$ cat src/rtl/tcc_pkg.sv
// Shared constants and types of the timer capture/compare block
package tcc_pkg;
  // ****************
  // Register offsets
  // ****************
  localparam int AW = 6;
  localparam logic [AW-1:0] ADR_CTL1 = 6'h00;
  localparam logic [AW-1:0] ADR_CTL2 = 6'h04;
  localparam logic [AW-1:0] ADR_STAT = 6'h08;
  localparam logic [AW-1:0] ADR_CAP1H = 6'h0C;
  localparam logic [AW-1:0] ADR_CAP1L = 6'h10;
  localparam logic [AW-1:0] ADR_CAP2H = 6'h14;
  localparam logic [AW-1:0] ADR_CAP2L = 6'h18;
  localparam logic [AW-1:0] ADR_CMP1H = 6'h1C;
  localparam logic [AW-1:0] ADR_CMP1L = 6'h20;
  localparam logic [AW-1:0] ADR_CMP2H = 6'h24;
  localparam logic [AW-1:0] ADR_CMP2L = 6'h28;
  // ****************
  // Field positions
  // ****************
  localparam int B_EDGE1 = 0;
  localparam int B_LVL1 = 1;
  localparam int B_LVL2 = 2;
  localparam int B_FRC1 = 3;
  localparam int B_FRC2 = 4;
  localparam int B_CAPIE = 5;
  localparam int B_CMPIE = 6;
  localparam int B_EDGE2 = 0;
  localparam int B_OPM = 1;
  localparam int B_PWM = 2;
  localparam int B_CLK = 3;
  localparam int B_OE1 = 5;
  localparam int B_OE2 = 6;
  // ****************
  // Values
  // ****************
  localparam logic [15:0] CMP_RESET = 16'h8000;
  localparam logic [15:0] OPM_CAPTURE = 16'hFFFD;
  localparam logic [15:0] ONE16 = 16'h0001;
  localparam logic [1:0] CLK_DIV2 = 2'h0;
  localparam logic [7:0] BYTE0 = 8'h00;
  localparam logic [7:0] FORCE_MASK = 8'h18;
  localparam logic [1:0] RESP_OK = 2'h0;
  localparam logic [1:0] RESP_ERR = 2'h2;
  // Read channel states, one-hot
  typedef enum logic [2:0] {
    TCC_RD_IDLE = 3'b001,
    TCC_RD_FETCH = 3'b010,
    TCC_RD_RESP = 3'b100
  } tcc_rd_state_t;
  // Register access strobes from the bus slave
  typedef struct packed {
    logic wr;
    logic wstrb0;
    logic [AW-1:0] waddr;
    logic [7:0] wdata;
    logic rd;
    logic [AW-1:0] raddr;
  } tcc_req_t;
  // Decoded address is mapped and word aligned
  function automatic logic tcc_hit(input logic [AW-1:0] a);
    tcc_hit = (a[1:0] == 2'h0) && (a <= ADR_CMP2L);
  endfunction
endpackage

$ cat src/rtl/tcc_axi.sv
// AXI4-Lite slave turning bus cycles into byte strobes
`timescale 1ns/1ps
module tcc_axi import tcc_pkg::*; (
  // Clock and reset
  input wire logic clock,
  input wire logic rst_n,
  // Write address and data
  input wire logic [AW-1:0] s_axi_awaddr,
  input wire logic s_axi_awvalid,
  output logic s_axi_awready,
  input wire logic [31:0] s_axi_wdata,
  input wire logic [3:0] s_axi_wstrb,
  input wire logic s_axi_wvalid,
  output logic s_axi_wready,
  // Write response
  output logic [1:0] s_axi_bresp,
  output logic s_axi_bvalid,
  input wire logic s_axi_bready,
  // Read channels
  input wire logic [AW-1:0] s_axi_araddr,
  input wire logic s_axi_arvalid,
  output logic s_axi_arready,
  output logic [31:0] s_axi_rdata,
  output logic [1:0] s_axi_rresp,
  output logic s_axi_rvalid,
  input wire logic s_axi_rready,
  // Core side
  output tcc_req_t req,
  input wire logic [7:0] rd_byte
);
  // Latched halves of a write
  logic aw_have;
  logic w_have;
  tcc_rd_state_t rd_state;
  // Request fields, each owned by one process, packed into req
  logic wr_q;
  logic wstrb_q;
  logic [AW-1:0] waddr_q;
  logic [7:0] wdata_q;
  logic rd_q;
  logic [AW-1:0] raddr_q;
  assign req = {wr_q, wstrb_q, waddr_q, wdata_q, rd_q, raddr_q};
  wire aw_hs = s_axi_awvalid & s_axi_awready;
  wire w_hs = s_axi_wvalid & s_axi_wready;
  // Both halves present and no answer owed
  wire wr_go = aw_have & w_have & ~s_axi_bvalid;
  wire next_aw = (aw_have | aw_hs) & ~wr_go;
  wire next_w = (w_have | w_hs) & ~wr_go;
  // Write side: address and data in either order
  always_ff @(posedge clock or negedge rst_n) begin
    if (!rst_n) begin
      aw_have <= 1'b0;
      w_have <= 1'b0;
      s_axi_awready <= 1'b0;
      s_axi_wready <= 1'b0;
      s_axi_bvalid <= 1'b0;
      s_axi_bresp <= RESP_OK;
      wr_q <= 1'b0;
      wstrb_q <= 1'b0;
      waddr_q <= '0;
      wdata_q <= BYTE0;
    end else begin
      aw_have <= next_aw;
      w_have <= next_w;
      s_axi_awready <= ~next_aw;
      s_axi_wready <= ~next_w;
      wr_q <= wr_go;
      if (aw_hs) begin
        waddr_q <= s_axi_awaddr;
      end
      if (w_hs) begin
        wdata_q <= s_axi_wdata[7:0];
        wstrb_q <= s_axi_wstrb[0];
      end
      // Unmapped offsets answer with an error
      if (wr_go) begin
        s_axi_bvalid <= 1'b1;
        s_axi_bresp <= tcc_hit(waddr_q) ? RESP_OK : RESP_ERR;
      end else if (s_axi_bready) begin
        s_axi_bvalid <= 1'b0;
      end
    end
  end
  // Read side: take, fetch one cycle, answer
  always_ff @(posedge clock or negedge rst_n) begin
    if (!rst_n) begin
      rd_state <= TCC_RD_IDLE;
      s_axi_arready <= 1'b0;
      s_axi_rvalid <= 1'b0;
      s_axi_rdata <= '0;
      s_axi_rresp <= RESP_OK;
      rd_q <= 1'b0;
      raddr_q <= '0;
    end else begin
      case (rd_state)
        TCC_RD_IDLE: begin
          s_axi_arready <= 1'b1;
          if (s_axi_arvalid & s_axi_arready) begin
            s_axi_arready <= 1'b0;
            raddr_q <= s_axi_araddr;
            rd_q <= 1'b1;
            rd_state <= TCC_RD_FETCH;
          end
        end
        TCC_RD_FETCH: begin
          rd_q <= 1'b0;
          s_axi_rvalid <= 1'b1;
          s_axi_rdata <= {24'h000000, rd_byte};
          s_axi_rresp <= tcc_hit(raddr_q) ? RESP_OK : RESP_ERR;
          rd_state <= TCC_RD_RESP;
        end
        TCC_RD_RESP: begin
          if (s_axi_rready) begin
            s_axi_rvalid <= 1'b0;
            rd_state <= TCC_RD_IDLE;
          end
        end
        default: begin
          rd_state <= TCC_RD_IDLE;
        end
      endcase
    end
  end
endmodule

$ cat src/rtl/tcc_core.sv
// Timer capture, compare, forced compare and one-pulse logic
//
// The placing of the registers and the AXI4-Lite register port were chosen for this implementation.
`timescale 1ns/1ps
// What this block does
// - Active edge latches counter, sets capture flag
// - Edge select bits pick each pin's edge
// - One capture interrupt enable covers both capture flags
// - Blocked capture requests are dropped, not held pending
// - Capture flag clears: status read, low access
// - High read blocks capture until low read
// - Newest capture overwrites the capture value
// - Pins always feed capture, even as outputs
// - Special modes leave only capture two usable
// - Compare values compared each tick, reset 8000h
// - Match sets flag, drives level, may interrupt
// - Compare pin latches low during reset
// - Output disabled: no level, flag still sets
// - Compare flag clears: status read, low access
// - High write suspends compare until low write
// - Divide-by-2 matches equal, others equal plus one
// - Force copies level, no flag, no interrupt
// - Force ignored in one-pulse or pulse-width mode
// - Mode bit selects one-pulse, uses channel one
// - One-pulse trigger: reset counter, level two, FFFDh
// - One-pulse compare one match drives level one
// - Capture values are read-only to software
// - One-pulse: compare flag one never sets
module tcc_core import tcc_pkg::*; (
  // Clock and reset
  input wire logic clock,
  input wire logic rst_b,
  // AXI4-Lite register port
  input wire logic [AW-1:0] s_axi_awaddr,
  input wire logic s_axi_awvalid,
  output logic s_axi_awready,
  input wire logic [31:0] s_axi_wdata,
  input wire logic [3:0] s_axi_wstrb,
  input wire logic s_axi_wvalid,
  output logic s_axi_wready,
  output logic [1:0] s_axi_bresp,
  output logic s_axi_bvalid,
  input wire logic s_axi_bready,
  input wire logic [AW-1:0] s_axi_araddr,
  input wire logic s_axi_arvalid,
  output logic s_axi_arready,
  output logic [31:0] s_axi_rdata,
  output logic [1:0] s_axi_rresp,
  output logic s_axi_rvalid,
  input wire logic s_axi_rready,
  // Rest of the timer
  input wire logic [15:0] counter,
  input wire logic timer_tick,
  input wire logic cpu_irq_mask,
  output logic counter_reset_req,
  output logic timer_irq,
  // Pins
  input wire logic [1:0] capture_pin,
  output logic [1:0] compare_pin,
  output logic [1:0] compare_drive
);
  // ********************************
  // Reset release
  // ********************************
  logic rst_q;
  logic rst_n;
  // Release through two flops
  always_ff @(posedge clock or negedge rst_b) begin
    if (!rst_b) begin
      rst_q <= 1'b0;
      rst_n <= 1'b0;
    end else begin
      rst_q <= 1'b1;
      rst_n <= rst_q;
    end
  end

  // ********************************
  // Bus slave and pin synchroniser
  // ********************************
  tcc_req_t req;
  logic [7:0] rd_byte;
  logic [1:0] pin_sync;
  tcc_axi u_axi (
    .clock(clock),
    .rst_n(rst_n),
    .s_axi_awaddr(s_axi_awaddr),
    .s_axi_awvalid(s_axi_awvalid),
    .s_axi_awready(s_axi_awready),
    .s_axi_wdata(s_axi_wdata),
    .s_axi_wstrb(s_axi_wstrb),
    .s_axi_wvalid(s_axi_wvalid),
    .s_axi_wready(s_axi_wready),
    .s_axi_bresp(s_axi_bresp),
    .s_axi_bvalid(s_axi_bvalid),
    .s_axi_bready(s_axi_bready),
    .s_axi_araddr(s_axi_araddr),
    .s_axi_arvalid(s_axi_arvalid),
    .s_axi_arready(s_axi_arready),
    .s_axi_rdata(s_axi_rdata),
    .s_axi_rresp(s_axi_rresp),
    .s_axi_rvalid(s_axi_rvalid),
    .s_axi_rready(s_axi_rready),
    .req(req),
    .rd_byte(rd_byte)
  );
  // Pins are async to the clock
  tcc_sync #(.W(2)) u_sync (
    .clock(clock),
    .rst_n(rst_n),
    .async_in(capture_pin),
    .sync_out(pin_sync)
  );

  // ********************************
  // State
  // ********************************
  logic [7:0] ctl1; // Control one, force bits read 0
  logic [7:0] ctl2; // Control two
  logic [15:0] cap_val [2]; // Capture values
  logic [15:0] cmp_val [2]; // Compare values
  logic [1:0] cap_flag; // Capture flags
  logic [1:0] cmp_flag; // Compare flags
  logic [1:0] cap_arm; // Status seen with flag set
  logic [1:0] cmp_arm;
  logic [1:0] cap_lock; // High byte read, low pending
  logic [1:0] cmp_susp; // High byte written
  logic [1:0] pin_prev; // Last synced pin level

  // ********************************
  // Bus decode
  // ********************************
  wire wr = req.wr & req.wstrb0;
  wire rd = req.rd;
  wire [AW-1:0] wa = req.waddr;
  wire [AW-1:0] ra = req.raddr;
  wire [7:0] wd = req.wdata;
  wire wr_ctl1 = wr & (wa == ADR_CTL1);
  wire wr_ctl2 = wr & (wa == ADR_CTL2);
  wire rd_stat = rd & (ra == ADR_STAT);
  wire [1:0] wr_cmph;
  wire [1:0] wr_cmpl;
  wire [1:0] rd_caph;
  wire [1:0] acc_capl;
  wire [1:0] acc_cmpl;
  assign wr_cmph = {wr & (wa == ADR_CMP2H), wr & (wa == ADR_CMP1H)};
  assign wr_cmpl = {wr & (wa == ADR_CMP2L), wr & (wa == ADR_CMP1L)};
  assign rd_caph = {rd & (ra == ADR_CAP2H), rd & (ra == ADR_CAP1H)};
  // Low byte access: a read or a write both count
  assign acc_capl = {
    (wr & (wa == ADR_CAP2L)) | (rd & (ra == ADR_CAP2L)),
    (wr & (wa == ADR_CAP1L)) | (rd & (ra == ADR_CAP1L))};
  assign acc_cmpl = {
    (wr & (wa == ADR_CMP2L)) | (rd & (ra == ADR_CMP2L)),
    (wr & (wa == ADR_CMP1L)) | (rd & (ra == ADR_CMP1L))};

  // Read data selection, unmapped reads zero
  assign rd_byte =
    (ra == ADR_CTL1) ? ctl1 :
    (ra == ADR_CTL2) ? ctl2 :
    (ra == ADR_STAT) ? {4'h0, cmp_flag, cap_flag} :
    (ra == ADR_CAP1H) ? cap_val[0][15:8] :
    (ra == ADR_CAP1L) ? cap_val[0][7:0] :
    (ra == ADR_CAP2H) ? cap_val[1][15:8] :
    (ra == ADR_CAP2L) ? cap_val[1][7:0] :
    (ra == ADR_CMP1H) ? cmp_val[0][15:8] :
    (ra == ADR_CMP1L) ? cmp_val[0][7:0] :
    (ra == ADR_CMP2H) ? cmp_val[1][15:8] :
    (ra == ADR_CMP2L) ? cmp_val[1][7:0] : BYTE0;

  // ********************************
  // Modes and events
  // ********************************
  // Pulse-width mode wins when both are set
  wire pwm = ctl2[B_PWM];
  wire single_pulse_select = ctl2[B_OPM] & ~pwm;
  wire [1:0] clk_sel = ctl2[B_CLK+1:B_CLK];
  wire [1:0] oe = {ctl2[B_OE2], ctl2[B_OE1]};
  wire lvl1 = ctl1[B_LVL1];
  wire lvl2 = ctl1[B_LVL2];
  wire [1:0] edge_sel = {ctl2[B_EDGE2], ctl1[B_EDGE1]};
  // Edge select 1 means rising, 0 falling
  wire [1:0] rise = pin_sync & ~pin_prev;
  wire [1:0] fall = ~pin_sync & pin_prev;
  // Only the selected edge counts, whatever the pin's use
  wire [1:0] cap_ev = (edge_sel & rise) | (~edge_sel & fall);
  // Capture one is the trigger in one-pulse mode
  wire opm_trig = cap_ev[0] & single_pulse_select;
  // Capture one is cut off in pulse-width mode
  wire [1:0] cap_set = cap_ev & {1'b1, ~pwm} & ~cap_lock;
  // One-pulse capture loads a fixed value
  wire [15:0] cap_load0 = single_pulse_select ? OPM_CAPTURE : counter;

  // Slow clocks match one count after equality
  function automatic logic [15:0] cmp_target(
    input logic [15:0] v,
    input logic [1:0] sel);
    cmp_target = (sel == CLK_DIV2) ? v : 16'(v + ONE16);
  endfunction
  wire [1:0] match;
  assign match[0] = timer_tick & ~cmp_susp[0]
    & (counter == cmp_target(cmp_val[0], clk_sel));
  assign match[1] = timer_tick & ~cmp_susp[1]
    & (counter == cmp_target(cmp_val[1], clk_sel));
  // Flag one is held off in one-pulse mode
  wire [1:0] cmp_set = match & {~pwm, ~pwm & ~single_pulse_select};
  // Force pulses are ignored in special modes
  wire [1:0] force_ev = {2{wr_ctl1 & ~single_pulse_select & ~pwm}}
    & {wd[B_FRC2], wd[B_FRC1]} & oe;

  // ********************************
  // Control registers
  // ********************************
  // Force bits are strobes, never stored
  always_ff @(posedge clock or negedge rst_n) begin
    if (!rst_n) begin
      ctl1 <= BYTE0;
      ctl2 <= BYTE0;
    end else begin
      if (wr_ctl1) begin
        ctl1 <= wd & ~FORCE_MASK;
      end
      if (wr_ctl2) begin
        ctl2 <= wd;
      end
    end
  end

  // ********************************
  // Capture channels
  // ********************************
  // Set wins over the two-step clear
  wire [1:0] cap_clr = cap_arm & acc_capl;
  wire [1:0] next_cap_flag = cap_set | (cap_flag & ~cap_clr);
  // Status read arms only flags that are set
  wire [1:0] next_cap_arm =
    (cap_arm & ~acc_capl) | ({2{rd_stat}} & cap_flag);
  always_ff @(posedge clock or negedge rst_n) begin
    if (!rst_n) begin
      cap_flag <= 2'h0;
      cap_arm <= 2'h0;
      cap_lock <= 2'h0;
      pin_prev <= 2'h0;
      cap_val[0] <= 16'h0000;
      cap_val[1] <= 16'h0000;
    end else begin
      pin_prev <= pin_sync;
      cap_flag <= next_cap_flag;
      cap_arm <= next_cap_arm;
      // High read locks, low read unlocks
      cap_lock <= (cap_lock | rd_caph) & ~(acc_capl & {2{rd}});
      // Writes never touch captured values
      if (cap_set[0]) begin
        cap_val[0] <= cap_load0;
      end
      if (cap_set[1]) begin
        cap_val[1] <= counter;
      end
    end
  end

  // ********************************
  // Compare channels
  // ********************************
  wire [1:0] cmp_clr = cmp_arm & acc_cmpl;
  wire [1:0] next_cmp_flag = cmp_set | (cmp_flag & ~cmp_clr);
  wire [1:0] next_cmp_arm =
    (cmp_arm & ~acc_cmpl) | ({2{rd_stat}} & cmp_flag);
  // High write suspends, low write resumes
  wire [1:0] next_susp = (cmp_susp | wr_cmph) & ~wr_cmpl;
  always_ff @(posedge clock or negedge rst_n) begin
    if (!rst_n) begin
      cmp_flag <= 2'h0;
      cmp_arm <= 2'h0;
      cmp_susp <= 2'h0;
      cmp_val[0] <= CMP_RESET;
      cmp_val[1] <= CMP_RESET;
    end else begin
      cmp_flag <= next_cmp_flag;
      cmp_arm <= next_cmp_arm;
      cmp_susp <= next_susp;
      for (int i = 0; i < 2; i++) begin
        if (wr_cmph[i]) begin
          cmp_val[i][15:8] <= wd;
        end
        if (wr_cmpl[i]) begin
          cmp_val[i][7:0] <= wd;
        end
      end
    end
  end

  // ********************************
  // Pin latches, outputs
  // ********************************
  // Pin one: trigger, end of pulse, match, force
  wire next_pin0 =
    opm_trig ? lvl2 :
    (single_pulse_select & match[0]) ? lvl1 :
    (match[0] & oe[0] & ~pwm) ? lvl1 :
    force_ev[0] ? wd[B_LVL1] : compare_pin[0];
  // Pin two: level two belongs to the pulse in SINGLE_PULSE_SELECT
  // Force takes the level written with it, not the old one
  wire next_pin1 =
    (match[1] & oe[1] & ~single_pulse_select & ~pwm) ? lvl2 :
    force_ev[1] ? wd[B_LVL2] : compare_pin[1];
  // Interrupt stays asserted while a flag waits
  wire next_irq = ~cpu_irq_mask & (
    (ctl1[B_CAPIE] & |cap_flag) |
    (ctl1[B_CMPIE] & |cmp_flag));
  always_ff @(posedge clock or negedge rst_n) begin
    if (!rst_n) begin
      compare_pin <= 2'h0;
      compare_drive <= 2'h0;
      counter_reset_req <= 1'b0;
      timer_irq <= 1'b0;
    end else begin
      compare_pin <= {next_pin1, next_pin0};
      compare_drive <= oe;
      counter_reset_req <= opm_trig;
      timer_irq <= next_irq;
    end
  end
endmodule

$ cat src/rtl/tcc_sync.sv
// Two-flop synchroniser for the capture pins
`timescale 1ns/1ps
module tcc_sync import tcc_pkg::*; #(
  parameter int W = 2
) (
  // Clock and reset
  input wire logic clock,
  input wire logic rst_n,
  // Async in, synced out
  input wire logic [W-1:0] async_in,
  output logic [W-1:0] sync_out
);
  // First stage, read only by second
  logic [W-1:0] meta;
  // Both stages clear at reset
  always_ff @(posedge clock or negedge rst_n) begin
    if (!rst_n) begin
      meta <= '0;
      sync_out <= '0;
    end else begin
      meta <= async_in;
      sync_out <= meta;
    end
  end
endmodule

$ cat config.mk
export PLATFORM = sky130hd
export DESIGN_NAME = tcc_core
export DESIGN_NICKNAME = d
export VERILOG_FILES = /design/src/rtl/tcc_pkg.sv /design/src/rtl/tcc_axi.sv /design/src/rtl/tcc_core.sv /design/src/rtl/tcc_sync.sv
export SDC_FILE = /design/constraint.sdc
export NUM_CORES = 1
export LEC_CHECK = 0
export BUFFER_PORTS_ARGS = -buffer_cell sky130_fd_sc_hd__clkbuf_2
export CAP_MARGIN = 15
export CORE_MARGIN = 2
export CORE_UTILIZATION = 56
export DETAILED_ROUTE_END_ITERATION = 16
export PLACE_DENSITY = 0.79
export SYNTH_ARGS = -nofsm -noshare
export SYNTH_HDL_FRONTEND = slang
export SYNTH_SLANG_ARGS = --single-unit
$ cat constraint.sdc
create_clock -name clock -period 10.4 [get_ports clock]
set_input_delay 3.12 -clock clock [delete_from_list [all_inputs] [get_ports clock]]
set_output_delay 3.12 -clock clock [all_outputs]
set_load 0.05 [all_outputs]
==> impl_metrics.tcl <==
set metrics [dict create \
    htreeDepth 4 \
    ys_seq_area_share_pct 46.11 \
    antenna_left 0 \
    netlist_area_sq_um 7985 \
    cts_buffers 17 \
    vdd_drop_max_mv 0.1940 \
    cts.repair.resized 0 \
    layout_commonest_cell "dfrtp_1" \
    grt_pass1_wl_mm 31.86 \
    worst_ep_required_time_ps 10730 \
    grt_usage_pct 28.26 \
    clock_tree.root_cell "clkbuf_16" \
    postCtsHoldBufs 0 \
    worst_path_max_delay_cell "or4_4" \
    switching_power_uw 1086 \
    synth_edf_count 0 \
    crit_type "input pin to flop" \
    synth_top_area_share_pct 45.13 \
    drive_gt1_share_pct 24.07 \
    setup_viol 0 \
    place_ws_ps 5061 \
    antenna_found_initial 0 \
    fin_setup_tns_ps 0 \
    clkPwrFrac_pct 23.7 \
    portBuffers 68 \
    fillCellCount 1166 \
    cp-start-kind "input pin" \
    outcome "completed" \
    wl_per_cell_microns 19.61 \
    clock-sinks 147 \
    dieArea_sq_um 15230 \
    initial_core_util_pct 57.53 \
    max_freq_mhz 199.1 \
    drtIter0Drc 675 \
    diodes 0 \
    die-width_microns 123.4 \
    die_y_microns 123.4 \
    hold_class "flop to flop" \
    async_flop_share_pct 100.0 \
    avgSynthCellArea_sq_um 10.03 \
    max_slew_margin_pct 15.94 \
    clock_skew_ps 14.90 \
    p_seq_share_pct 42.2 \
    worst_pin_slew_ps 1258 \
    area_growth_pct 11.69 \
    ys.flop_type "dfrtp_1" \
    worstSetupEndpointType "flop" \
    cp_max_fo 4 \
    core_area_sq_um 13880 \
    clk_latency_ps 440 \
    p_comb_share_pct 34.1 \
    final_net_count 920 \
    drc 0 \
    synth.distinct_cells 70 \
    place_congestion 0.9571 \
    first_global_vias 5908 \
    switching_share_pct 41.68 \
    internal_power_uw 1520 \
    path_cells "clkbuf_2, xnor2_1, and2_1, o21ai_0, a2111o_1, or4_4, o31a_1, o31ai_1" \
    synth_cells 796 \
    fin_crit_ps 5022 \
    power.density_nw_per_um2 292.3 \
    routed_wl_mm 20.31 \
    clk_path_buf_depth 2 \
    grt_max_degree 79 \
    dp_hpwl_mm 13.84 \
    overflow 0 \
    pin_count 122 \
    worstPathArrival_ps 5350 \
    fin_ws_ps 5378 \
    hold_viol_final 0 \
    final_max_slew_viol_count 0 \
    synth_area_leaders "dfrtp_1, mux2_2, nor2_1, o21ai_0, nand2_1" \
    postCtsSetupBuffers 0 \
    cap_violations 0 \
    ys_ff_latch 147 \
    vias 6345 \
    clk_pin_slew_ps 70 \
    ys.warnings.count 0 \
    rsz0062_at_grt "false" \
    fp-row-count 43 \
    finalCritPeriodShare_pct 48.29 \
    layout_common_cells "dfrtp_1, mux2_2, clkbuf_2" \
    total_power_uw 2607 \
    leakage_uw 0.003860 \
    synth_area_leader_cell "dfrtp_1" \
    via_per_inst 6.125 \
    cts_tree "done" \
    drtPass1Iterations 6 \
    cpPeakStageDelay_ps 530 \
]
final timing paths:
check / depth (start not counted) / to / slack, ps / start
setup / recovery: 8 / compare_pin[0] / 5380 / counter[0]
hold / removal: 0 / u_sync.sync_out[0] / 350 / u_sync.meta[0]
setup reg to reg: 7 / compare_pin[0] / 7000 / ctl2[4]
hold reg to reg: 0 / u_sync.sync_out[0] / 350 / u_sync.meta[0]
max in group asynchronous: 1 / rst_n / 7840 / rst_b
min in group asynchronous: 0 / u_axi.waddr_q[4] / 510 / rst_n
worst max-delay path: cells and delay by family:
family	cells	cell delay [ps]
xor+xnor	1	260
compound gates	4	1120
simple gates	2	700
buf+inv	1	140
synthesized netlist by cell type, drive strengths merged, types with 4 or more instances:
cell type,count
o211ai,7
a211oi,9
a22o,4
nor2,65
clkbuf,38
o41ai,5
nor3,14
nand2b,6
and4,6
a21oi,43
xnor2,22
xor2,12
inv,25
nand4,8
o22ai,8
a31oi,5
nand2,59
nor2b,13
mux2i,17
o2111ai,4
nand3,22
a22oi,4
and2,10
dfrtp,144
nor4,9
nand3b,4
buf,33
o31ai,4
o21ai,48
mux2,87
nor3b,6
state kept, by name, indices dropped and copies added (netlist names), 3 cells and up:
name	count
cap_val	32
cmp_val	32
ctl2	8
u_axi.s_axi_rdata	8
u_axi.wdata_q	8
ctl1	6
u_axi.raddr_q	6
u_axi.waddr_q	6
u_axi.rd_state	3
metal layers:
metal | GRT usage (%) | vias to the layer above | part of all wire (%)
li1 | - | 2919 | -
met1 | 39.79 | 3098 | 45
met2 | 42.34 | 282 | 45
met3 | 6.827 | 46 | 7.2
met4 | 11.08 | 0 | 2.6
met5 | 0 | - | 0
cells by family (layout without fill, tap and decap cells):
family                     Yosys count  after routing  synth area share (%)
and+or+nand+nor                    230            230                 14.43
AOI/OAI and AO/OA                  180            180                 14.79
DFF                                147            147                 46.11
muxes                              105            105                 14.68
buffers and inverters               96            131                 5.844
xor gates and xnor gates            34             34                 3.729
adders and majority gates            2              2                0.3133
other                                2             27               0.09405
layout make-up:
cell class	instances	area [sq um]	area share [%]
flip-flops and latches	147	3686	41.33
inverters	25	93.84	1.052
clock inverters	12	146.4	1.641
multi-input cells	578	3945	44.23
well taps	180	225.2	2.525
clock buffers	20	436.7	4.896
repair buffers	74	385.4	4.321
per-stage QoR:
step | instance area (sq um) | hold WS (ps) | std cells | utilization, %
after floorplan | 8079 | 331.2 | 821 | -
after global placement | 8335 | 334.7 | 1004 | 60.05
after detailed placement | 8335 | 338.7 | 1004 | 60.05
after CTS | 8919 | 353.5 | 1036 | 64.25
after global routing | 8919 | 371.9 | 1036 | 64.25
final | 8919 | 350.8 | 1036 | 64.25
power groups by stage:
stage | clock [uW] | combinational, uW | sequential, uW
floorplan | 0 | 647 | 1070
global placement | 0 | 852 | 1090
detailed placement | 0 | 873 | 1100
CTS | 623 | 882 | 1090
global route | 653 | 969 | 1130
finish | 618 | 889 | 1100
Note: power is estimated with default switching activity, not from simulation.
